===== src/design/stfa_pkg.sv =====
// Purpose: Shared constants and types for the self-test fault annunciator
// Assumes: Self-test results arrive as same-clock pulses or levels
// Notes:   Codes are three BCD digits; the hundreds digit names the board
`default_nettype none
package stfa_pkg;
   localparam int NUM_FAULTS = 28;

   // Fault indices that other code refers to by name
   localparam int F_ACQ_PROM  = 0;
   localparam int F_ACQ_TIMER = 2;
   localparam int F_DIG_IN    = 17;
   localparam int F_SSP_TIMER = 18;

   typedef struct packed {
      logic [11:0] code;
      logic        crit;
      logic        restart;
      logic        pilotOff;
   } stfa_fault_t;

   // Class and code of each self-test result, lowest index wins a tie
   localparam stfa_fault_t FAULT_TABLE [NUM_FAULTS] = '{
      '{12'h100, 1'h1, 1'h1, 1'h0}, '{12'h102, 1'h1, 1'h1, 1'h0},
      '{12'h106, 1'h1, 1'h1, 1'h0}, '{12'h124, 1'h1, 1'h0, 1'h0},
      '{12'h207, 1'h1, 1'h1, 1'h0}, '{12'h209, 1'h1, 1'h1, 1'h0},
      '{12'h210, 1'h1, 1'h0, 1'h0}, '{12'h225, 1'h1, 1'h0, 1'h0},
      '{12'h311, 1'h1, 1'h0, 1'h0}, '{12'h312, 1'h1, 1'h0, 1'h0},
      '{12'h313, 1'h1, 1'h0, 1'h0}, '{12'h414, 1'h1, 1'h0, 1'h0},
      '{12'h515, 1'h1, 1'h1, 1'h0}, '{12'h517, 1'h1, 1'h1, 1'h0},
      '{12'h520, 1'h1, 1'h1, 1'h0}, '{12'h523, 1'h1, 1'h0, 1'h0},
      '{12'h621, 1'h1, 1'h1, 1'h0}, '{12'h235, 1'h0, 1'h0, 1'h1},
      '{12'h537, 1'h0, 1'h0, 1'h0}, '{12'h538, 1'h0, 1'h0, 1'h0},
      '{12'h539, 1'h0, 1'h0, 1'h0}, '{12'h640, 1'h0, 1'h0, 1'h0},
      '{12'h641, 1'h0, 1'h0, 1'h0}, '{12'h643, 1'h0, 1'h0, 1'h0},
      '{12'h645, 1'h0, 1'h0, 1'h0}, '{12'h646, 1'h0, 1'h0, 1'h0},
      '{12'h742, 1'h0, 1'h0, 1'h0}, '{12'h844, 1'h0, 1'h0, 1'h0}
   };

   // Byte addresses of the registers
   localparam logic [31:0] REG_STATUS = 32'h0000_0000;
   localparam logic [31:0] REG_CODES  = 32'h0000_0004;
   localparam logic [31:0] REG_QUERY  = 32'h0000_0008;
   localparam int Q_SUM_BIT     = 0;
   localparam int Q_DET_BIT     = 1;
   localparam int Q_DISMISS_BIT = 2;
   localparam logic [1:0] RESP_OKAY   = 2'h0;
   localparam logic [1:0] RESP_SLVERR = 2'h2;

   // Clock preset after a long outage, BCD hhmmss and mmddyy
   localparam int          HOLD_TIME_H  = 24;
   localparam logic [23:0] RTC_DEF_TIME = 24'h00_00_00;
   localparam logic [23:0] RTC_DEF_DATE = 24'h01_01_90;

   typedef enum logic {PH_START = 1'h0, PH_RUN = 1'h1} stfa_phase_t;
   typedef enum logic [1:0] {Q_IDLE = 2'h0, Q_SUM = 2'h1, Q_DET = 2'h3} stfa_query_t;
   typedef enum logic [2:0] {
      DK_NONE = 3'h0, DK_FAIL = 3'h1, DK_WARN = 3'h3, DK_SUMMARY = 3'h2, DK_DETAIL = 3'h6
   } stfa_dkind_t;

   typedef struct packed {logic status; logic up; logic other;} stfa_keys_t;
   typedef struct packed {
      logic tripOpen; logic outsDisabled; logic misc; logic startupDone; logic powerLost;
   } stfa_sysin_t;
   typedef struct packed {
      logic critOpen; logic ncClosed; logic lampRed; logic pilotOff;
      logic restartReq; logic rtcLoad; logic clearRec;
   } stfa_annun_t;
   typedef struct packed {stfa_dkind_t kind; logic [11:0] code;} stfa_disp_t;

   typedef struct packed {
      logic [31:0] awaddr; logic awvalid; logic [31:0] wdata; logic [3:0] wstrb; logic wvalid;
      logic bready; logic [31:0] araddr; logic arvalid; logic rready;
   } stfa_axi_req_t;
   typedef struct packed {
      logic awready; logic wready; logic [1:0] bresp; logic bvalid;
      logic arready; logic [31:0] rdata; logic [1:0] rresp; logic rvalid;
   } stfa_axi_rsp_t;

   // Read word layouts
   typedef struct packed {
      logic [23:0] rsvd; logic startup; logic pilotOff; logic ncClosed; logic critOpen;
      logic lampRed; logic misc; logic warn; logic fail;
   } stfa_status_t;
   typedef struct packed {
      logic [3:0] rsvdW; logic [11:0] warn; logic [3:0] rsvdF; logic [11:0] fail;
   } stfa_codes_t;
   typedef struct packed {
      logic [13:0] rsvd; stfa_query_t stage; logic rsvdK; stfa_dkind_t kind; logic [11:0] code;
   } stfa_qword_t;

   typedef struct packed {
      stfa_phase_t   phase;
      logic          pwrChecked;
      logic          failLatched;
      logic [11:0]   failCode;
      logic          warnLatched;
      logic [11:0]   warnCode;
      logic          dispShow;
      stfa_query_t   qStage;
      stfa_annun_t   annun;
      stfa_disp_t    disp;
      logic          awHave;
      logic [31:0]   awAddr;
      logic          wHave;
      logic [31:0]   wData;
      logic [3:0]    wStrb;
      stfa_axi_rsp_t axiRsp;
   } stfa_state_t;

   localparam stfa_state_t STATE_RESET = stfa_state_t'(0);
endpackage
`default_nettype wire


===== src/design/stfa_top.sv =====
// Purpose: Sorts self-test results, drives alarms, lamp, display and status query
// Assumes: Fault, key and system inputs come from logic on clk
// Notes:   Registers reached over AXI4-Lite, one outstanding write and read
`timescale 1ns/1ps
`default_nettype none
// Contract
// Memory check failures critical with restart
// Acquisition timer critical, support timer noncritical
// Input optocoupler mismatch warns, pilot off
// Loop-back restarts; trip, converter critical; panel warns
// Critical failure opens alarm, lamp red
// Clean restart returns lamp to green
// Fail code shown until key or restart
// Noncritical closes alarm, lamp stays green
// Warn code shown until key or restart
// Summary categories map to alarms and lamp
// Acquisition board failure codes
// Signal processor board failure codes
// Analog input and magnetics failure codes
// Support processor failure codes
// Front panel output failure code
// Input, timer, capture, clock warning codes
// Serial port and display warning codes
// Analog output, strobe, logon warning codes
// Long outage presets clock, clears records
// Query local or remote, summary then detail
// System status drives outputs without message
// Failure display outranks warning display
// Codes clear on reset, reload from tests
module stfa_top (
   input  wire logic [stfa_pkg::NUM_FAULTS-1:0] faultIn,
   input  wire logic                            clk,
   input  wire logic                            sys_rst,
   input  wire stfa_pkg::stfa_keys_t            keys,
   input  wire stfa_pkg::stfa_sysin_t           sysIn,
   input  wire stfa_pkg::stfa_axi_req_t         axiReq,
   output wire stfa_pkg::stfa_axi_rsp_t         axiRsp,
   output wire stfa_pkg::stfa_annun_t           annun,
   output wire stfa_pkg::stfa_disp_t            disp
);
   stfa_pkg::stfa_state_t s_q;
   stfa_pkg::stfa_state_t s_d;

   assign axiRsp = s_q.axiRsp;
   assign annun  = s_q.annun;
   assign disp   = s_q.disp;

   always_comb begin
      logic                   failHit;
      logic                   warnHit;
      logic                   restartHit;
      logic                   pilotHit;
      logic [11:0]            fCode;
      logic [11:0]            wCode;
      logic                   remSum;
      logic                   remDet;
      logic                   remDismiss;
      logic                   sumReq;
      logic                   detReq;
      logic                   dismiss;
      logic                   sysFail;
      stfa_pkg::stfa_status_t st;
      stfa_pkg::stfa_codes_t  cw;
      stfa_pkg::stfa_qword_t  qw;
      failHit    = 1'h0;
      warnHit    = 1'h0;
      restartHit = 1'h0;
      pilotHit   = 1'h0;
      fCode      = 12'h000;
      wCode      = 12'h000;
      remSum     = 1'h0;
      remDet     = 1'h0;
      remDismiss = 1'h0;
      sumReq     = 1'h0;
      detReq     = 1'h0;
      dismiss    = 1'h0;
      sysFail    = 1'h0;
      st         = stfa_pkg::stfa_status_t'(0);
      cw         = stfa_pkg::stfa_codes_t'(0);
      qw         = stfa_pkg::stfa_qword_t'(0);
      s_d        = s_q;
      s_d.annun.restartReq = 1'h0;
      s_d.annun.rtcLoad    = 1'h0;
      s_d.annun.clearRec   = 1'h0;

      // Outage flag is sampled once, on the first edge after reset release
      if (!s_q.pwrChecked) begin
         s_d.pwrChecked = 1'h1;
         if (sysIn.powerLost) begin
            s_d.annun.rtcLoad  = 1'h1;
            s_d.annun.clearRec = 1'h1;
         end
      end

      // AXI write channels, taken in either order
      if (s_q.axiRsp.awready && axiReq.awvalid) begin
         s_d.awHave = 1'h1;
         s_d.awAddr = axiReq.awaddr;
      end
      if (s_q.axiRsp.wready && axiReq.wvalid) begin
         s_d.wHave = 1'h1;
         s_d.wData = axiReq.wdata;
         s_d.wStrb = axiReq.wstrb;
      end
      if (s_q.axiRsp.bvalid && axiReq.bready) begin
         s_d.axiRsp.bvalid = 1'h0;
      end
      if (s_q.awHave && s_q.wHave && !s_q.axiRsp.bvalid) begin
         s_d.awHave        = 1'h0;
         s_d.wHave         = 1'h0;
         s_d.axiRsp.bvalid = 1'h1;
         if (s_q.awAddr == stfa_pkg::REG_QUERY) begin
            s_d.axiRsp.bresp = stfa_pkg::RESP_OKAY;
            if (s_q.wStrb[0]) begin
               remSum     = s_q.wData[stfa_pkg::Q_SUM_BIT];
               remDet     = s_q.wData[stfa_pkg::Q_DET_BIT];
               remDismiss = s_q.wData[stfa_pkg::Q_DISMISS_BIT];
            end
         end else if (s_q.awAddr == stfa_pkg::REG_STATUS || s_q.awAddr == stfa_pkg::REG_CODES) begin
            // Read-only words accept and ignore the data
            s_d.axiRsp.bresp = stfa_pkg::RESP_OKAY;
         end else begin
            s_d.axiRsp.bresp = stfa_pkg::RESP_SLVERR;
         end
      end
      s_d.axiRsp.awready = !s_d.awHave && !s_d.axiRsp.bvalid;
      s_d.axiRsp.wready  = !s_d.wHave && !s_d.axiRsp.bvalid;

      // Status query, local keypad or remote link alike
      sumReq  = keys.status || remSum;
      detReq  = keys.up || remDet;
      dismiss = keys.other || remDismiss;
      case (s_q.qStage)
         stfa_pkg::Q_IDLE: begin
            if (sumReq) begin
               s_d.qStage = stfa_pkg::Q_SUM;
            end else if (dismiss) begin
               s_d.dispShow = 1'h0;
            end
         end
         stfa_pkg::Q_SUM: begin
            if (detReq) begin
               s_d.qStage = stfa_pkg::Q_DET;
            end else if (dismiss) begin
               s_d.qStage = stfa_pkg::Q_IDLE;
            end
         end
         stfa_pkg::Q_DET: begin
            if (dismiss) begin
               s_d.qStage = stfa_pkg::Q_IDLE;
            end
         end
         default: begin
            s_d.qStage = stfa_pkg::Q_IDLE;
         end
      endcase

      // Scan downward so the lowest index is the one kept
      for (int i = stfa_pkg::NUM_FAULTS - 1; i >= 0; i--) begin
         if (faultIn[i]) begin
            if (stfa_pkg::FAULT_TABLE[i].crit) begin
               failHit = 1'h1;
               fCode   = stfa_pkg::FAULT_TABLE[i].code;
            end else begin
               warnHit = 1'h1;
               wCode   = stfa_pkg::FAULT_TABLE[i].code;
            end
            restartHit = restartHit | stfa_pkg::FAULT_TABLE[i].restart;
            pilotHit   = pilotHit | stfa_pkg::FAULT_TABLE[i].pilotOff;
         end
      end
      // First cause of each class is kept until reset; a new one beats a dismiss
      if (failHit && !s_q.failLatched) begin
         s_d.failLatched = 1'h1;
         s_d.failCode    = fCode;
         s_d.dispShow    = 1'h1;
      end
      if (warnHit && !s_q.warnLatched) begin
         s_d.warnLatched = 1'h1;
         s_d.warnCode    = wCode;
         s_d.dispShow    = 1'h1;
      end
      s_d.annun.restartReq = restartHit;
      if (pilotHit) begin
         s_d.annun.pilotOff = 1'h1;
      end
      if (s_q.phase == stfa_pkg::PH_START && sysIn.startupDone) begin
         s_d.phase = stfa_pkg::PH_RUN;
      end

      // Lamp stays red through start-up so a board that never finishes is visible
      sysFail = s_d.failLatched || sysIn.tripOpen;
      s_d.annun.critOpen = sysFail;
      s_d.annun.ncClosed = s_d.warnLatched;
      s_d.annun.lampRed  = sysFail || sysIn.outsDisabled || sysIn.misc
                           || s_d.phase == stfa_pkg::PH_START;

      if (s_d.qStage == stfa_pkg::Q_SUM) begin
         s_d.disp.kind = stfa_pkg::DK_SUMMARY;
         s_d.disp.code = {9'h000, sysIn.outsDisabled || sysIn.misc, sysFail, s_d.warnLatched};
      end else if (s_d.qStage == stfa_pkg::Q_DET) begin
         s_d.disp.kind = stfa_pkg::DK_DETAIL;
         s_d.disp.code = s_d.failLatched ? s_d.failCode : s_d.warnCode;
      end else if (s_d.dispShow && s_d.failLatched) begin
         s_d.disp.kind = stfa_pkg::DK_FAIL;
         s_d.disp.code = s_d.failCode;
      end else if (s_d.dispShow && s_d.warnLatched) begin
         s_d.disp.kind = stfa_pkg::DK_WARN;
         s_d.disp.code = s_d.warnCode;
      end else begin
         // Trip circuit or disabled outputs alone bring no message
         s_d.disp.kind = stfa_pkg::DK_NONE;
         s_d.disp.code = 12'h000;
      end

      // AXI read channel, answered on the same edge that takes the address
      st.fail     = s_q.failLatched || sysIn.tripOpen;
      st.warn     = s_q.warnLatched;
      st.misc     = sysIn.outsDisabled || sysIn.misc;
      st.lampRed  = s_q.annun.lampRed;
      st.critOpen = s_q.annun.critOpen;
      st.ncClosed = s_q.annun.ncClosed;
      st.pilotOff = s_q.annun.pilotOff;
      st.startup  = s_q.phase == stfa_pkg::PH_START;
      cw.fail     = s_q.failCode;
      cw.warn     = s_q.warnCode;
      qw.stage    = s_q.qStage;
      qw.kind     = s_q.disp.kind;
      qw.code     = s_q.disp.code;
      if (s_q.axiRsp.rvalid && axiReq.rready) begin
         s_d.axiRsp.rvalid = 1'h0;
      end
      if (s_q.axiRsp.arready && axiReq.arvalid) begin
         s_d.axiRsp.rvalid = 1'h1;
         s_d.axiRsp.rresp  = stfa_pkg::RESP_OKAY;
         if (axiReq.araddr == stfa_pkg::REG_STATUS) begin
            s_d.axiRsp.rdata = st;
         end else if (axiReq.araddr == stfa_pkg::REG_CODES) begin
            s_d.axiRsp.rdata = cw;
         end else if (axiReq.araddr == stfa_pkg::REG_QUERY) begin
            s_d.axiRsp.rdata = qw;
         end else begin
            s_d.axiRsp.rdata = 32'h0000_0000;
            s_d.axiRsp.rresp = stfa_pkg::RESP_SLVERR;
         end
      end
      s_d.axiRsp.arready = !s_d.axiRsp.rvalid;
   end

   always_ff @(posedge clk) begin
      if (sys_rst) begin
         s_q <= stfa_pkg::STATE_RESET;
      end else begin
         s_q <= s_d;
      end
   end

   localparam int WR_MAX = 2;
endmodule // stfa_top
`default_nettype wire


===== config.mk =====
export PLATFORM = sky130hd
export DESIGN_NAME = stfa_top
export DESIGN_NICKNAME = d
export VERILOG_FILES = /design/src/design/stfa_pkg.sv /design/src/design/stfa_top.sv
export SDC_FILE = /design/constraint.sdc
export NUM_CORES = 1
export LEC_CHECK = 0
export ABC_AREA = 1
export ABC_CLOCK_PERIOD_IN_PS = 4630
export BUFFER_PORTS_ARGS = -buffer_cell sky130_fd_sc_hd__buf_2
export CORE_ASPECT_RATIO = 1.4
export CORE_MARGIN = 5
export CORE_UTILIZATION = 54
export DETAILED_ROUTE_END_ITERATION = 12
export PLACE_DENSITY = 0.92
export SYNTH_ARGS = -nofsm -noshare
export SYNTH_HDL_FRONTEND = slang
export SYNTH_SLANG_ARGS = --single-unit

===== constraint.sdc =====
create_clock -name clk -period 4.63 [get_ports clk]
set_input_delay 0 -clock clk [delete_from_list [all_inputs] [get_ports clk]]
set_output_delay 0 -clock clk [all_outputs]
set_load 0.02 [all_outputs]

==> impl_metrics.yaml, run 1 <==
clock_tree:
  cts_resized: 0
  cts.sinks: 123
  numCtsBuffers: 17
  clock_latency_ns: 0.41
  cts_tree: "yes"
  root_buffer: "clkbuf_16"
  max-clock-path-buffers: 2
  h-tree-depth: 4
  cts_setup_buffers: 0
  cts.clk_slew.worst_paths_ns: 0.06
setup_path:
  worstPathMaxFanout: 30
  required_ns: 4.96
  critical_path_arrival_ns: 2.40
  crit_type: "flip-flop to flip-flop"
  crit_path_end_kind: "flip-flop"
  startpoint_type: "flip-flop"
routing:
  ant_nets: 0
  vias: 6017
  drt-total-wl_mm: 17.0
  drc: 0
  drtIter0Drc: 310
  dr.pass1.iters: 7
  via_per_inst: 5.14
  wl_per_cell_um: 14.6
timing:
  setup_viol: 0
  period_needed_ns: 2.07
  rsz0062_at_grt: "no"
  setup_tns_ns: 0
  max_freq_ghz: 0.483
  worst_pin_slew_ns: 1.03
  skew_ns: 0.0116
  hold_violations: 0
  slew_headroom_pct: 31.0
  finalCritPeriodShare_pct: 44.7
  slew_violations: 0
global_routing:
  busiest_layer: "met2"
  use_met3_pct: 5.84
  antenna_found_initial: 0
  met1_usage_pct: 25.3
  grtUsageMet2_pct: 46.5
  grt_pass1_vias: 5885
  grt_overflow: 0
  grt_util_all_layers_pct: 25.1
  grt_pass1_wl_mm: 26.8
  grt_max_degree: 74
floorplanning:
  top_level_ports: 206
  die_y_um: 135
  core_area_um2: 10900
  rows: 45
  start_util_pct: 55.2
  die_w_um: 99.1
  die_area_um2: 13400
placement:
  io_buffers: 166
  gp_congestion: 0.899
  hpwl_mm: 10.8
synth:
  synth.most_common_cell: "nand2_1"
  syn_inst: 864
  synth_area_leaders: "dfxtp_1 41%, nand2_1 11%, nor2_1 10%"
  yosysTopAreaCell: "dfxtp_1"
  synth_edf_count: 0
  ys_warn_count: 0
  ys_top_cells_by_count: "179 x nand2_1, 166 x nor2_1, 123 x dfxtp_1, 75 x inv_1, 63 x buf_4"
  synth_async_sr_flop_share_pct: 0
  netlist_area_um2: 6000
  synth_cell_type_count: 42
  ys_ff_latch: 123
  synth_top_area_share_pct: 41.0
  ys_seq_area_share_pct: 41.0
  ys.flop_type: "dfxtp_1"
  syn_area_per_cell_um2: 6.95
job:
  max-cap-violations: 0
power:
  ir_drop_mv: 0.364
  p_per_area_nw_per_um2: 385
  leakagePower_nw: 3.59
min_path:
  hp-class: "primary input to flip-flop"
layout:
  fill_cells: 819
  area_growth_pct: 26.1
  final_util_pct: 69.6
  final_nets: 1159
  num_antenna_cells: 0
  layout-drive-gt1-share_pct: 24.1
run_status:
  run_status: "finished, final reports clean"
## per-stage QoR
step	hold WS [ns]	instances	instance area [um^2]	power, mW	worst slack (ns)
floorplan	0.126	870	6020	1.38	3.10
global placement	0.239	1090	6450	1.46	2.66
detailed placement	0.257	1090	6450	1.47	2.65
CTS	0.00222	1170	7570	2.90	2.55
global route	0.0188	1170	7570	3.02	2.41
finish	0.00488	1170	7570	2.91	2.56
## power by group
part	switching, mW	internal, mW	leakage [nW]
Sequential	0.0334	1.11	1.01
Clock	0.497	0.918	0.296
Combinational	0.215	0.139	2.29
## cells by family after synthesis
family | Yosys count | share of synthesized area (%)
other | 1 | 0.0625
flip-flops | 123 | 41.0
AO/OA/AOI/OAI | 132 | 12.1
buffers and inverters | 176 | 15.5
AND/OR/NAND/NOR | 432 | 31.4
## final timing paths
| check | startpoint | depth (start not counted) | slack (ns) | to |
|---|---|---|---|---|
| min reg2reg | s_q[162] | 1 | 0.40 | annun[1] |
| max reg2reg | axiRsp[35] | 7 | 2.56 | axiRsp[19] |
| min | faultIn[26] | 4 | 0.005 | s_q[144] |
| max | axiRsp[35] | 7 | 2.56 | axiRsp[19] |
## worst max-delay path, cell delays in order, from the launching register on
cell     delay (ns)
dfxtp_1        0.33
nand2_1        0.05
buf_4          0.23
inv_1          0.34
nand2_1        0.16
nor2_2         0.51
nand2_1        0.13
a31oi_1        0.23
## state kept, by name (all words and copies together) (netlist names)
register  count
annun         6
s_q          68
disp         15
axiRsp       34
## layout by cell type, fill, tap and decap left out, types with 4 or more instances in the layout
| cell type | instances |
|---|---|
| nand2_4 | 5 |
| o211ai_1 | 8 |
| nor2_2 | 13 |
| conb_1 | 7 |
| o21ai_1 | 4 |
| nand4_1 | 4 |
| inv_2 | 7 |
| dlygate4sd3_1 | 48 |
| clkinvlp_4 | 4 |
| clkbuf_16 | 17 |
| dfxtp_1 | 123 |
| nand3_1 | 34 |
| nand2_2 | 10 |
| nand2_1 | 179 |
| bufinv_16 | 4 |
| nor2_4 | 4 |
| nor2_1 | 166 |
| a21oi_1 | 51 |
| a31oi_1 | 7 |
| buf_2 | 166 |
| o21ai_0 | 50 |
| inv_1 | 75 |
| nor3_1 | 9 |
## layout make-up
type,count,area [um^2],share of cell area [%]
Inverter,86,330,4.36
Sequential cell,123,2460,32.5
Tap cell,141,176,2.33
Multi-Input combinational cell,571,2630,34.8
Clock buffer,19,443,5.85
Clock inverter,13,190,2.51
Timing Repair Buffer,217,1330,17.6
## layer usage
layer,up-vias,wire length (um)
met4,0,686
met5,-,0
met2,284,9010
met1,2711,6070
li1,2963,-
met3,59,1270
## timing repair
item | CTS | global route
hold endpoints to repair | 50 | 0
endpoints found under the setup margin | 0 | 0
hold buffers | 48 | 0
No activity file was read; power rests on OpenSTA's default activity.
==> run 2, diff against run 1 <==
Settings changed: ABC_CLOCK_PERIOD_IN_PS 4630 to 2100, CORE_UTILIZATION 54 to 51, PLACE_DENSITY 0.92 to 0.88.
Clock period 4.63 ns to 2.1 ns, I/O delays scaled along.
==> run 2 against run 1 <==
Effect of this change:
- cell count grew 1.0%
- non-clock buffer count grew 6
- total power grew 120%
- via count shrank 1.6%
- sequential cell count is the same
- final area grew 1.1%
- sequential power grew 120%
- critical path type is now primary input to flip-flop
- sequential share of layout area shrank 0.37 points
- utilization shrank 4.2 points
- worst hold slack gained 0.019 ns
- critical endpoint is now annun[2]
- clock skew shrank 0.0035 ns
- die area grew 5.4%
==> impl_metrics.yaml, run 2 (same netlist as run 1, synthesis figures left out) <==
floorplanning:
  die_w_um: 102
  core_area_um2: 11700
  die_area_um2: 14100
  top_level_ports: 206
  start_util_pct: 51.3
  die_y_um: 138
  rows: 47
global_routing:
  met1_usage_pct: 24.0
  use_met3_pct: 6.15
  grtUsageMet2_pct: 43.4
  grt_util_all_layers_pct: 23.7
  grt_pass1_vias: 5735
  grt_max_degree: 73
  grt_overflow: 0
  busiest_layer: "met2"
  grt_pass1_wl_mm: 26.4
  antenna_found_initial: 0
setup_path:
  critical_path_arrival_ns: 2.15
  cpPeakStageDelay_ns: 0.61
  cpMaxStageDelayCell: "dlygate4sd3_1"
  crit_type: "primary input to flip-flop"
  startpoint_type: "primary input"
  path_buf_inv: 4
  crit_family: "buffers and inverters"
  required_ns: 2.39
  path_cells: "dlygate4sd3_1, buf_2, nor3_1, dlygate4sd3_1, a41oi_1, dlygate4sd3_1"
  crit_path_end_kind: "flip-flop"
  timing.critical_path.mode_cell: "dlygate4sd3_1"
  worstPathMaxFanout: 2
placement:
  dp_slack_ns: 0.295
  io_buffers: 166
  hpwl_mm: 10.9
  gp_congestion: 0.922
timing:
  slew_violations: 0
  slew_headroom_pct: 48.2
  setup_ws_ns: 0.243
  max_freq_ghz: 0.538
  holdWs_ns: 0.0241
  period_needed_ns: 1.86
  skew_ns: 0.00809
  finalCritPeriodShare_pct: 88.4
  worst_pin_slew_ns: 0.777
  setup_tns_ns: 0
  setup_viol: 0
  hold_violations: 0
  rsz0062_at_grt: "no"
routing:
  drc: 0
  via_per_inst: 5.01
  ant_nets: 0
  drtIter0Drc: 233
  wl_per_cell_um: 14.1
  vias: 5918
  drt-total-wl_mm: 16.6
  dr.pass1.iters: 5
power:
  total_power_mw: 6.53
  leakagePower_nw: 3.64
  ir_drop_mv: 0.712
  p_per_area_nw_per_um2: 853
layout:
  area_growth_pct: 27.6
  num_antenna_cells: 0
  largest_reg_flops: 68
  multi_input_area_um2: 2630
  largest-register: "s_q"
  fill_cells: 979
  final_common_cell: "nand2_1"
  layout-drive-gt1-share_pct: 24.4
  final_cell_mix: "179 x nand2_1, 166 x nor2_1, 166 x buf_2"
  seq_area_um2: 2460
  final_util_pct: 65.4
  final_nets: 1165
run_status:
  run_status: "finished, final reports clean"
clock_tree:
  cts_resized: 0
  cts.sinks: 123
  cts.clk_slew.worst_paths_ns: 0.05
  root_buffer: "clkbuf_16"
  numCtsBuffers: 17
  cts_tree: "yes"
  max-clock-path-buffers: 2
  clock_latency_ns: 0.42
  h-tree-depth: 4
min_path:
  hp-class: "primary input to flip-flop"
job:
  max-cap-violations: 0
-- run 2: cell types whose count changed in the layout (fill, tap and decap cells not counted) --
cell           before  now
clkbuf_1            1    0
clkinvlp_4          4    2
inv_8               0    1
buf_4               3    7
clkinv_2            1    0
clkbuf_8            1    4
dlygate4sd3_1      48   50
-- run 2: path summary, 6_finish.rpt --
check,startpoint,endpoint,cells past startpoint,slack (ns)
min,sysIn[3],disp[2],7,0.02
max,faultIn[16],annun[2],6,0.24
max reg2reg,s_q[106],disp[11],13,0.24
min reg2reg,s_q[162],annun[1],1,0.42
-- run 2: area by class of cell --
class | instances | area share [%]
multi-input combinational | 571 | 34.4
sequential | 123 | 32.2
timing repair buffer | 223 | 18.1
clock buffer | 21 | 6.28
inverter | 86 | 4.32
tap | 147 | 2.40
clock inverter | 11 | 2.37
-- run 2: per-layer routing --
metal / wire, um / vias up
met2: 8900 / 217
met3: 1170 / 48
met5: 0 / -
li1: - / 2976
met1: 5900 / 2677
met4: 632 / 0
-- run 2: tightest hold or removal path: cells and delay by family --
family          cells  cell delay (ns)
buf+inv             4             0.24
simple gates        2             0.09
compound gates      1             0.07
-- run 2: report_power, final --
group          internal (mW)  switching [mW]  total, mW  leakage (nW)
sequential              2.45          0.0686       2.52          1.01
combinational          0.314           0.470      0.784          2.32
clock                   2.13            1.09       3.22         0.318
total                   4.90            1.63       6.53          3.64
-- run 2: repair_timing --
| action | CTS | global route |
|---|---|---|
| endpoints found under the hold margin | 51 | 0 |
| hold buffers | 50 | 0 |
| buffers inserted | 0 | 0 |
-- run 2: through the flow --
step	cells	cell area [um^2]
5_1_grt	1182	7650
4_1_cts	1182	7650
3_3_place_gp	1100	6490
6_report	1182	7650
3_5_place_dp	1100	6490
2_1_floorplan	870	6020
==> run 3, diff against run 2 <==
Settings changed: PLACE_DENSITY 0.88 to 0.81.
==> run 3 against run 2 <==
Effect of this change:
- register-to-register slack improved by 0.04 ns
- cell count increased by 0.25%
- sequential power about the same
- non-clock buffer count increased by 4
- critical path depth increased by 8
- global-route usage decreased by 0.85 points
- clock-buffer cell count decreased by 4
- first-iteration DRC count increased by 17%
- setup slack improved by 0.039 ns
- critical path type is now flip-flop to flip-flop
- critical endpoint is now disp[3]
- largest cell class unchanged
- largest power group unchanged
==> impl_metrics.yaml, run 3 (same netlist as run 1, synthesis figures left out) <==
floorplanning:
  die_w_um: 102
  die_y_um: 138
  core_area_um2: 11700
  die_area_um2: 14100
  start_util_pct: 51.3
  top_level_ports: 206
  rows: 47
power:
  leakagePower_nw: 3.67
  swShare_pct: 25.2
  p_int_mw: 4.88
  pwr-share-seq_pct: 38.6
  p_per_area_nw_per_um2: 848
  pwr-share-clk_pct: 49.3
  pwr-share-comb_pct: 12.1
  switching_power_mw: 1.64
  ir_drop_mv: 0.565
layout:
  num_antenna_cells: 0
  largest-register: "s_q"
  final_area_um2: 7690
  final_cell_mix: "179 x nand2_1, 166 x nor2_1, 166 x buf_2"
  final_common_cell: "nand2_1"
  area_growth_pct: 28.2
  fin_cells: 1185
  largest_reg_flops: 68
  layout-drive-gt1-share_pct: 24.3
  final_nets: 1169
timing:
  holdWs_ns: 0.0216
  period_needed_ns: 1.82
  slew_headroom_pct: 54.7
  setup_tns_ns: 0
  finalCritPeriodShare_pct: 86.6
  slew_violations: 0
  setup_viol: 0
  setup_ws_ns: 0.282
  skew_ns: 0.0122
  rsz0062_at_grt: "no"
  worst_pin_slew_ns: 0.679
  hold_violations: 0
  max_freq_ghz: 0.550
clock_tree:
  h-tree-depth: 4
  cts.sinks: 123
  cts_setup_buffers: 0
  cts_tree: "yes"
  numCtsBuffers: 17
  root_buffer: "clkbuf_16"
  max-clock-path-buffers: 2
  clock_latency_ns: 0.42
  cts.clk_slew.worst_paths_ns: 0.06
min_path:
  hp-class: "primary input to flip-flop"
global_routing:
  grt_max_degree: 73
  grt_util_all_layers_pct: 22.9
  grt_overflow: 0
  grt_pass1_wl_mm: 25.7
  antenna_found_initial: 0
  grt_pass1_vias: 5644
routing:
  vias: 5898
  drc: 0
  ant_nets: 0
  drt-total-wl_mm: 16.2
  drtIter0Drc: 272
  dr.pass1.iters: 5
  wl_per_cell_um: 13.7
  via_per_inst: 4.98
job:
  max-cap-violations: 0
setup_path:
  worstRegToRegCells: 14
  path_cells: "nor2_1, nand2_1, nor2_1, nand2_1, nor2_4, nand2_2, nand2_1, nand3_1, nand2_2, nand2_2, o21ai_2, nand2_2, nand2_4, nor2_2"
  cp.depth: 14
  timing.critical_path.mode_cell: "nand2_2"
  startpoint_type: "flip-flop"
  critPathLaunch: "s_q[92]"
  crit_family: "simple AND/OR/NAND/NOR gates"
  reg2reg_to: "disp[3]"
  worstSetupEndpoint: "disp[3]"
  crit_type: "flip-flop to flip-flop"
  required_ns: 2.40
  cpMaxStageDelayCell: "dfxtp_1"
  cpPeakStageDelay_ns: 0.31
  path_buf_inv: 0
  worstPathMaxFanout: 6
  r2r-start: "s_q[92]"
  rrSetupSlack_ns: 0.28
  crit_path_end_kind: "flip-flop"
  critical_path_arrival_ns: 2.12
placement:
  hpwl_mm: 10.9
  io_buffers: 166
  dpl-instance-area_um2: 6500
  placed_cells: 1100
  gp_congestion: 0.888
  dp_slack_ns: 0.307
run_status:
  run_status: "finished, final reports clean"
run 3: layer usage:
layer	wire (um)	global-route usage (%)	vias to the layer above	share of wire, %
met4	529	10.4	0	3.3
met5	0	0	-	0
met2	8630	41.8	231	53
met1	5920	23.8	2643	36
li1	-	-	2978	-
met3	1160	5.75	46	7.1
run 3: worst min path at each step:
stage	start	end	slack [ns]	depth (start not counted)
6_report	faultIn[26]	s_q[144]	0.02	4
5_1_grt	faultIn[26]	s_q[144]	0.02	4
4_1_cts	axiReq[35]	axiRsp[39]	0.002	4
3_5_place_dp	sysIn[1]	s_q[163]	0.24	3
3_3_place_gp	sysIn[1]	s_q[163]	0.24	3
2_1_floorplan	sysIn[4]	annun[6]	0.13	2
run 3: through the flow:
stage	utilization, %	power (mW)
floorplan	-	3.05
global placement	55.6	3.24
detailed placement	55.6	3.25
CTS	65.7	6.53
global route	65.7	6.73
finish	65.7	6.52
run 3: power by group through the flow:
stage               sequential (mW)  combinational [mW]  clock, mW
global route                   2.53               0.876       3.33
detailed placement             2.56               0.689          0
global placement               2.56               0.679          0
floorplan                      2.55               0.505          0
CTS                            2.52               0.772       3.24
finish                         2.52               0.790       3.21
run 3: final cells by class:
cell class	count	area, um^2
clock buffers	17	425
clock inverters	14	220
fillers	972	4010
inverters	86	330
multi-input cells	571	2630
flip-flops and latches	123	2460
well taps	147	184
repair buffers	227	1440
run 3: what timing repair did:
action | in CTS | in global routing
hold buffers | 54 | 0
gates resized for setup | 0 | 0
hold endpoints to repair | 53 | 0
run 3: worst register-to-register path, cell delays in order (launching register included):
cell	delay, ns
dfxtp_1	0.31
nor2_1	0.10
nand2_1	0.06
nor2_1	0.19
nand2_1	0.12
nor2_4	0.15
nand2_2	0.08
nand2_1	0.06
nand3_1	0.09
nand2_2	0.08
nand2_2	0.08
o21ai_2	0.08
nand2_2	0.11
nand2_4	0.14
nor2_2	0.05
